File: src/logic/adpc_defines.vh
// register addresses, field positions, reset values and timing counts of the input/pll config bank
`ifndef ADPC_DEFINES_VH
`define ADPC_DEFINES_VH
// register addresses on the control port
`define ADPC_ADDR_INPUT_SET   8'h30
`define ADPC_ADDR_INTERP_STAT 8'h18
`define ADPC_ADDR_SUPPL_SET   8'h40
`define ADPC_ADDR_COARSE      8'h62
// input settings fields
`define ADPC_IN_COMBINE_BIT   3
`define ADPC_IN_AUTOMUTE_BIT  2
`define ADPC_IN_KEEP0_BIT     1
`define ADPC_IN_PIN_BIT       0
`define ADPC_IN_RESET         16'h800C
// supplemental settings fields
`define ADPC_SUP_XTAL_GATE_BIT 15
`define ADPC_SUP_PULLIN_BIT    10
`define ADPC_SUP_RESET         16'h0000
// coarse ratio
`define ADPC_COARSE_RESET     16'h0300
// interpolator status fields
`define ADPC_STAT_MUTED_BIT   2
// mute ramp length, in ns, and derived cycles at 50 ns
`define ADPC_MUTE_RAMP_NS     1600
`define ADPC_CLK_PERIOD_NS    50
`define ADPC_MUTE_RAMP_CYC    ((`ADPC_MUTE_RAMP_NS + `ADPC_CLK_PERIOD_NS - 1) / `ADPC_CLK_PERIOD_NS)
`endif

File: src/logic/adpc_config_regs.v
// input select, crystal output gate, pll ratio and mute status registers
// How it works
// - lock flag includes pcm detect when bit3 set
// - bit2 set: mute output on burst preambles
// - bit0 picks input pin a or b
// - crystal pin driven only when gate and power
// - sixteen bit coarse ratio, reset 0300h
// - 12000k ref, 1/625: ratio table rates
// - 12288k ref, 1/640: same ratio table
// - muted status reads 1 after ramp done
// - lock flag: 1 in lock (with pcm detect too when bit3 set), 0 out
`timescale 1ns/10ps
`include "adpc_defines.vh"
module adpc_config_regs
#(
  parameter RAMP_CYC = `ADPC_MUTE_RAMP_CYC
)
(
  // clock and reset
  input  wire        i_ref_clk,
  input  wire        i_rst,
  // control port access, already decoded to words
  input  wire        i_wr_stb,
  input  wire        i_rd_stb,
  input  wire [7:0]  i_addr,
  input  wire [15:0] i_wdata,
  output reg  [15:0] o_rdata,
  output reg         o_rvalid,
  // digital audio inputs, pins
  input  wire        i_digital_audio_in_a,
  input  wire        i_digital_audio_in_b,
  output reg         o_slicer_in,
  // decoder state, pins from the decoder domain
  input  wire        i_decoder_lock,
  input  wire        i_pcm_detect,
  input  wire        i_burst_detect,
  input  wire        i_mute_request,
  output reg         o_input_lock_flag,
  output reg         o_mute_active,
  // crystal oscillator
  input  wire        i_xtal_clk,
  input  wire        i_xtal_power_on,
  output wire        o_xtal_out_pin,
  output reg         o_xtal_out_en_n,
  // pll settings
  output reg         o_pll_pullin_adjust,
  output reg  [15:0] o_pll_coarse_ratio
);
  // one-hot mute states
  localparam [2:0] ST_OPEN  = 3'h1;
  localparam [2:0] ST_RAMP  = 3'h2;
  localparam [2:0] ST_MUTED = 3'h4;

  // two stage synchronisers for the audio input and decoder state pins
  reg  [5:0] sync1_reg;
  reg  [5:0] sync2_reg;
  wire [5:0] pins_in = {i_digital_audio_in_a, i_digital_audio_in_b, i_decoder_lock,
                        i_pcm_detect, i_burst_detect, i_mute_request};
  wire       in_a_s   = sync2_reg[5];
  wire       in_b_s   = sync2_reg[4];
  wire       lock_s   = sync2_reg[3];
  wire       pcm_s    = sync2_reg[2];
  wire       burst_s  = sync2_reg[1];
  wire       mreq_s   = sync2_reg[0];

  // store slot map: 0 input, 1 supplemental, 2 coarse
  wire [63:0] words;
  wire [15:0] in_set    = words[15:0];
  wire [15:0] sup_set   = words[31:16];
  wire [15:0] coarse    = words[47:32];
  reg  [1:0]  slot;
  reg         slot_ok;
  wire        stat_sel  = (i_addr == `ADPC_ADDR_INTERP_STAT);
  reg  [15:0] rd_value;  // word picked for the read answer

  // mute state machine
  reg [2:0]  mstate_reg;
  reg [2:0]  mstate_next;
  reg [15:0] ramp_reg;
  reg [15:0] ramp_next;
  wire       want_mute;

  // address decode to store slot
  always @*
  begin
    slot    = 2'h0;
    slot_ok = 1'b1;
    case (i_addr)
      `ADPC_ADDR_INPUT_SET: slot = 2'h0;
      `ADPC_ADDR_SUPPL_SET: slot = 2'h1;
      `ADPC_ADDR_COARSE:    slot = 2'h2;
      default:              slot_ok = 1'b0;
    endcase
  end

  // writable words, reset values held in the store
  adpc_reg_mem #(
    .AW   (2),
    .DW   (16),
    .INIT ({16'h0000, `ADPC_COARSE_RESET, `ADPC_SUP_RESET, `ADPC_IN_RESET})
  ) u_store (
    .i_ref_clk (i_ref_clk),
    .i_rst     (i_rst),
    .i_we      (i_wr_stb & slot_ok),
    .i_waddr   (slot),
    .i_wdata   (i_wdata),
    .i_raddr   (slot),
    .o_rdata   (),            // answer is built from the parallel words
    .o_words   (words)
  );

  // pin synchronisers
  always @(posedge i_ref_clk or posedge i_rst)
  begin
    if (i_rst)
    begin
      sync1_reg <= 6'h00;
      sync2_reg <= 6'h00;
    end
    else
    begin
      sync1_reg <= pins_in;
      sync2_reg <= sync1_reg;
    end
  end

  // mute is wanted on a request or on bursts when auto mute is on
  assign want_mute = mreq_s | (burst_s & in_set[`ADPC_IN_AUTOMUTE_BIT]);

  // next mute state and ramp count
  always @*
  begin
    mstate_next = mstate_reg;
    ramp_next   = ramp_reg;
    case (mstate_reg)
      ST_OPEN:
      begin
        if (want_mute)
        begin
          mstate_next = ST_RAMP;
          ramp_next   = RAMP_CYC[15:0] - 16'h0001;
        end
      end
      ST_RAMP:
      begin
        if (!want_mute)
          mstate_next = ST_OPEN;       // released before the ramp ended
        else if (ramp_reg == 16'h0000)
          mstate_next = ST_MUTED;
        else
          ramp_next = ramp_reg - 16'h0001;
      end
      ST_MUTED:
      begin
        if (!want_mute)
          mstate_next = ST_OPEN;
      end
      default:
        mstate_next = ST_OPEN;
    endcase
  end

  // mute state registers
  always @(posedge i_ref_clk or posedge i_rst)
  begin
    if (i_rst)
    begin
      mstate_reg <= ST_OPEN;
      ramp_reg   <= 16'h0000;
    end
    else
    begin
      mstate_reg <= mstate_next;
      ramp_reg   <= ramp_next;
    end
  end

  // registered outputs: slicer, lock, mute, pll fields
  always @(posedge i_ref_clk or posedge i_rst)
  begin
    if (i_rst)
    begin
      o_slicer_in         <= 1'b0;
      o_input_lock_flag   <= 1'b0;
      o_mute_active       <= 1'b0;
      o_pll_pullin_adjust <= 1'b0;
      o_pll_coarse_ratio  <= `ADPC_COARSE_RESET;
      o_xtal_out_en_n     <= 1'b1;
    end
    else
    begin
      // input pin choice
      o_slicer_in <= in_set[`ADPC_IN_PIN_BIT] ? in_b_s : in_a_s;
      // lock flag, optionally qualified by pcm detect
      o_input_lock_flag <= lock_s & (pcm_s | ~in_set[`ADPC_IN_COMBINE_BIT]);
      // output muting starts with the ramp
      o_mute_active <= (mstate_next != ST_OPEN);
      // pll controls; supplemental reserved bits are ignored by hardware
      o_pll_pullin_adjust <= sup_set[`ADPC_SUP_PULLIN_BIT];
      o_pll_coarse_ratio  <= coarse;
      // crystal output enable, low while driving
      o_xtal_out_en_n <= ~(sup_set[`ADPC_SUP_XTAL_GATE_BIT] & i_xtal_power_on);
    end
  end

  // crystal pin gated; held low while disabled
  assign o_xtal_out_pin = i_xtal_clk & ~o_xtal_out_en_n;

  // word picked for a read: live status, stored words, zero when unmapped
  always @*
  begin
    rd_value = 16'h0000;
    if (stat_sel)
      rd_value[`ADPC_STAT_MUTED_BIT] = (mstate_reg == ST_MUTED);
    else if (slot_ok)
      rd_value = words[slot*16 +: 16];                          // mapped word
  end

  // read answer one cycle after the strobe; data stand until the next read
  always @(posedge i_ref_clk or posedge i_rst)
  begin
    if (i_rst)
    begin
      o_rvalid <= 1'b0;
      o_rdata  <= 16'h0000;
    end
    else
    begin
      o_rvalid <= i_rd_stb;
      if (i_rd_stb)
        o_rdata <= rd_value;  // held so a slow host can still pick it up
    end
  end
endmodule

File: src/logic/adpc_reg_mem.v
// small register store of the config bank with registered read data
`timescale 1ns/10ps
module adpc_reg_mem
#(
  parameter AW = 2,
  parameter DW = 16,
  parameter [(1<<AW)*DW-1:0] INIT = 64'h0
)
(
  // clock and reset
  input  wire          i_ref_clk,
  input  wire          i_rst,
  // write side
  input  wire          i_we,
  input  wire [AW-1:0] i_waddr,
  input  wire [DW-1:0] i_wdata,
  // read side
  input  wire [AW-1:0] i_raddr,
  output reg  [DW-1:0] o_rdata,
  // all words in parallel for the control logic
  output wire [(1<<AW)*DW-1:0] o_words
);
  genvar g;
  generate
    for (g = 0; g < (1<<AW); g = g + 1)
    begin : g_word
      reg [DW-1:0] word_reg; // one stored word, one driver per word
      // each word loads its reset value, then takes host writes
      always @(posedge i_ref_clk or posedge i_rst)
      begin
        if (i_rst)
          word_reg <= INIT[g*DW +: DW];
        else if (i_we && i_waddr == g)
          word_reg <= i_wdata;
      end
      assign o_words[g*DW +: DW] = word_reg;
    end
  endgenerate

  // registered read port
  always @(posedge i_ref_clk or posedge i_rst)
  begin
    if (i_rst)
      o_rdata <= {DW{1'b0}};
    else
      o_rdata <= o_words[i_raddr*DW +: DW];
  end
endmodule

File: config.mk
export PLATFORM = sky130hd
export DESIGN_NAME = adpc_config_regs
export DESIGN_NICKNAME = d
export VERILOG_FILES = /design/src/logic/adpc_config_regs.v /design/src/logic/adpc_reg_mem.v
export VERILOG_INCLUDE_DIRS = /design/src /design/src/logic
export SDC_FILE = /design/constraint.sdc
export NUM_CORES = 1
export LEC_CHECK = 0
export ABC_CLOCK_PERIOD_IN_PS = 5300
export BUFFER_PORTS_ARGS = -buffer_cell sky130_fd_sc_hd__buf_2
export CAP_MARGIN = 5
export CORE_MARGIN = 3
export CORE_UTILIZATION = 59
export CTS_BUF_LIST = sky130_fd_sc_hd__clkbuf_16
export DETAILED_ROUTE_END_ITERATION = 10
export HOLD_SLACK_MARGIN = 0.06
export PLACE_DENSITY = 0.8
export SLEW_MARGIN = 0
export SYNTH_ARGS = -nofsm -noshare
export SYNTH_HDL_FRONTEND = slang
export SYNTH_SLANG_ARGS = --single-unit
File: constraint.sdc
create_clock -name i_ref_clk -period 5.3 [get_ports i_ref_clk]
set_input_delay 0 -clock i_ref_clk [delete_from_list [all_inputs] [get_ports i_ref_clk]]
set_output_delay 0 -clock i_ref_clk [all_outputs]
set_load 0.1 [all_outputs]
Word-level counts from Yosys, hierarchy flattened
Index checks and enable logic that the tools add are counted.
- flip-flop bits (word level): 133
- bits of input ports: 36
- output and inout port bits: 39
- word-level logic and storage cells: 67
- add/sub/neg operators: 1
- eq/ne operators: 14
- shift-type cells: 1
- multiplexer cells: 16
- bitwise gates (word level): 10
- reductions and logical operators: 9
- operator list (cell ; number):
    16-bit two-way mux ; 4
    64-bit by 7-bit indexed part select with 16-bit output ; 1
    16-bit case mux with 2 select lines ; 1
    8-bit by 7-bit equality test with 1-bit output, second input constant ; 2
    16-bit zero test ; 1
    16-bit by 1-bit subtractor with 16-bit output, second input constant ; 1
    13-bit two-way mux ; 1
    3-bit two-way mux ; 4
    3-bit case mux with 3 select lines ; 1
    8-bit by 5-bit equality test with 1-bit output, second input constant ; 1
    8-bit by 6-bit equality test with 1-bit output, second input constant ; 1
    2-bit != test, second input constant ; 3
    1-bit bitwise AND ; 5
    2-bit equality test, second input constant ; 2
    1-bit logical AND ; 4
    2-bit case mux with 2 select lines ; 1
    4-bit AND reduction ; 1
    3-bit by 1-bit equality test with 1-bit output, second input constant ; 1
    3-bit by 2-bit equality test with 1-bit output, second input constant ; 1
    3-bit equality test, second input constant ; 1
    1-bit two-way mux ; 3
    3-bit by 1-bit != test with 1-bit output, second input constant ; 1
    1-bit NOT ; 3
    3-bit OR reduction ; 1
    other kinds (5) ; 6

Logic depth before layout (Yosys ltp)
- word-level depth: 5
- gate-level depth with buffers: 7
- mapped depth without buffers: 7

By module
A second synthesis with hierarchy kept.
- cells, all modules: 522
- area, all modules: 6636.4 um^2
- modules (own cells, without submodules) (module ; instances ; cells each ; area each (um^2) ; seq. area each (um^2)):
    adpc_config_regs ; 1 ; 349 ; 3432.0 ; 1731.7
    adpc_reg_mem ; 1 ; 173 ; 3204.3 ; 2008.2

Worst setup path after synthesis
OpenSTA, ideal clock, no wires.
- path kind: register to register
- start: register ramp_reg[0]
- end: register ramp_reg[3]
- library setup time: 0.131 ns
- data arrival time: 2.038 ns
- path slack: 3.131 ns
- cell stages (with the launch flop): 7
- path buffers: 0
- cell sequence: dfrtp_1 inv_1 ha_1 or3b_2 nor4_4 a211oi_1 or3_1
- word-level cells in the longest chain between the ends: 4
- elaborated cells between the ends (all ways): 7
- RTL lines (what ; line ; text):
    from (decl) ; adpc_config_regs.v:79 ; reg [15:0] ramp_reg;
    from (signal assigned) ; adpc_config_regs.v:174 ; ramp_reg <= ramp_next;
    16-bit by 1-bit subtractor with 16-bit output ; adpc_config_regs.v:151 ; ramp_next = ramp_reg - 16'h0001;
    16-bit two-way mux ; adpc_config_regs.v:148 ; else if (ramp_reg == 16'h0000)
    16-bit two-way mux ; adpc_config_regs.v:146 ; if (!want_mute)
    16-bit case mux with 2 select lines ; adpc_config_regs.v:135 ; case (mstate_reg)
Parallel ways exist; a longest one is shown, timed or not. The select of a mux whose other input is x is not followed.
A chain may end at the register's enable or synchronous reset.

Worst setup path after layout
Same ends and word-level chain as after synthesis.

==> results_dict.tcl <==
set metrics [dict create \
    outcome "completed" \
    ys.flop_type "dfrtp_1" \
    syn_area_per_cell_um2 12.8 \
    cts_root_buffer "clkbuf_16" \
    dp_hpwl_mm 6.15 \
    peakVddDrop_uv 357 \
    synthCells 373 \
    die_w_um 95.9 \
    synth-async-reset-ratio 1.00 \
    io_pins 75 \
    synth_seq_cells 117 \
    finalPower_mw 2.32 \
    fp.dieH_um 95.9 \
    required_ps 5640 \
    drt_iter0_markers 176 \
    maxSlewViolCount 0 \
    cts_tree "yes" \
    grt_usage 0.245 \
    viasPerCell 5.74 \
    fin_skew_ps 10.4 \
    grt_pass1_wl_mm 17.0 \
    cts_buffers 17 \
    vias 3406 \
    clkSlewWorstSetupHoldPaths_ps 50 \
    antenna_found_initial 0 \
    row_count 32 \
    start_util 0.613 \
    cp_max_fo 10 \
    clock_path_buffers 2 \
    grt-ovfl-total 0 \
    largest_register_ffs 48 \
    gp_congestion 0.846 \
    crit_arrival_ps 2750 \
    synth.distinct_cells 52 \
    grt_pass1_vias 3561 \
    critPathLaunchType "flip-flop" \
    core_um2 7770 \
    final_util 0.778 \
    max_cap_viol_count 0 \
    hold_viol_final 0 \
    endpoint_kind "flip-flop" \
    synthesis.nets 410 \
    drc 0 \
    clock_sinks 117 \
    synth_warnings 0 \
    reg2regPathDepth 7 \
    slew_headroom 0.367 \
    grt_max_degree 72 \
    tns_ps 0 \
    powerDensity_nw_per_um2 384 \
    n_antenna_cell 0 \
    worst_slew_pin_slew_ps 946 \
    mostFrequentLayoutCell "dfrtp_1" \
    fin_nets 515 \
    area_delta_synth_final_pct 26.8 \
    synth-edff-count 0 \
    min_period_ps 2410 \
    setup_viol 0 \
    layout-drive-gt1-share 0.363 \
    antenna_left 0 \
    fmax_mhz 414 \
    postCtsResizedCells 0 \
    p_leak_nw 2.84 \
    synth_area_um2 4760 \
    clk_latency_ps 400 \
    synth-seq-area-share 0.617 \
    wl_per_cell_um 17.5 \
    wl_mm 10.4 \
    dieArea_um2 9190 \
    most-common-layout-cells "108 x dfrtp_1, 74 x buf_2, 49 x mux2_2, 25 x dlygate4sd3_1, 23 x inv_1" \
    rsz0062_at_grt "false" \
    numPortBuffers 74 \
    drt_pass1_iterations 5 \
    timing.final.crit_share 0.455 \
    hp-class "input port to asynchronous set/reset pin" \
    critical_path_class "flip-flop to flip-flop" \
    h-tree-depth 4 \
    fillers 464 \
]
Yosys cell counts, types with 2 or more instances:
| library cell | n | area share |
|---|---|---|
| buf_2 | 4 | 0.0042 |
| clkbuf_1 | 9 | 0.0071 |
| a21o_1 | 15 | 0.024 |
| a211oi_1 | 2 | 0.0032 |
| nor3_1 | 6 | 0.0063 |
| dfstp_2 | 9 | 0.050 |
| nand4_1 | 2 | 0.0026 |
| or2_2 | 3 | 0.0039 |
| a21boi_0 | 2 | 0.0032 |
| a31oi_1 | 2 | 0.0026 |
| buf_6 | 2 | 0.0047 |
| nand2_1 | 8 | 0.0063 |
| nand3_1 | 16 | 0.017 |
| inv_1 | 24 | 0.019 |
| nand4b_1 | 4 | 0.0074 |
| dfrtp_1 | 108 | 0.57 |
| a21oi_1 | 8 | 0.0084 |
| or3_1 | 5 | 0.0066 |
| xnor2_1 | 10 | 0.018 |
| o21ai_0 | 16 | 0.017 |
| a22oi_1 | 15 | 0.024 |
| mux2_2 | 49 | 0.12 |
| nor4_1 | 3 | 0.0039 |
| nor2_1 | 17 | 0.013 |
| a2111oi_1 | 3 | 0.0063 |
| nor2b_1 | 5 | 0.0066 |
layer usage:
layer  up-vias  part of all wire  track usage
li1       1546                 -            -
met1      1719              0.42        0.296
met2       127              0.51        0.411
met3        14             0.058       0.0680
met4         0             0.012        0.111
met5         -                 0            0
area by class of cell:
| class | instances | area (um2) | share of cell area |
|---|---|---|---|
| clock buffer | 17 | 425 | 0.0704 |
| multi-input combinational | 217 | 1660 | 0.275 |
| tap | 102 | 128 | 0.0211 |
| clock inverter | 15 | 163 | 0.0269 |
| inverter | 24 | 92.6 | 0.0153 |
| sequential | 117 | 2940 | 0.486 |
| timing repair buffer | 101 | 636 | 0.105 |
timing repair:
item	in CTS	in global routing
buffers inserted	0	0
endpoints found under the setup margin	0	0
hold endpoints to repair	112	0
hold buffers	25	0
worst max-delay path: stages, from the launching register on:
cell and delay (ps):
dfrtp_1 420, inv_1 70, ha_1 160, or3b_2 510, nor4_4 570, a21oi_1 280
a21boi_0 230, or3_1 130
path summary, 6_finish.rpt:
kind / start / end / slack, ps
min in group i_ref_clk: i_pcm_detect / sync1_reg[2]$_DFF_PP0_ / 240
setup / recovery: ramp_reg[0]$_DFFE_PP0P_ / ramp_reg[3]$_DFFE_PP0P_ / 2890
max in group asynchronous: i_rst / ramp_reg[10]$_DFFE_PP0P_ / 3820
hold / removal: i_rst / o_mute_active$_DFF_PP0_ / 200
hold reg to reg: sync1_reg[1]$_DFF_PP0_ / sync2_reg[1]$_DFF_PP0_ / 350
setup reg to reg: ramp_reg[0]$_DFFE_PP0P_ / ramp_reg[3]$_DFFE_PP0P_ / 2890
where the power goes:
part / total, mW / switching [mW] / internal [mW]
logic: 0.230 / 0.162 / 0.0678
clock network: 1.13 / 0.397 / 0.732
registers: 0.962 / 0.0258 / 0.936
logic make-up (layout without fill, tap and decap cells):
group                      after synthesis  in the layout  share of synthesized area
DFF                                    117            117                      0.617
and+or+nand+nor                         83             83                      0.102
AOI/OAI and AO/OA                       73             73                      0.107
muxes                                   49             49                      0.116
buffers and inverters                   39            157                     0.0349
xor gates and xnor gates                11             11                     0.0202
adders and majority gates                1              1                    0.00263
through the flow:
| stage | std cells | hold WS (ps) | area, um2 | worst slack [ps] |
|---|---|---|---|---|
| after global routing | 593 | 236 | 6040 | 2710 |
| final | 593 | 201 | 6040 | 2890 |
| after global placement | 536 | 90.3 | 5200 | 2790 |
| after floorplan | 373 | 31.4 | 4760 | 2210 |
| after CTS | 593 | 217 | 6040 | 2900 |
| after detailed placement | 536 | 93.1 | 5200 | 2710 |
(Power assumes the default switching activity.)
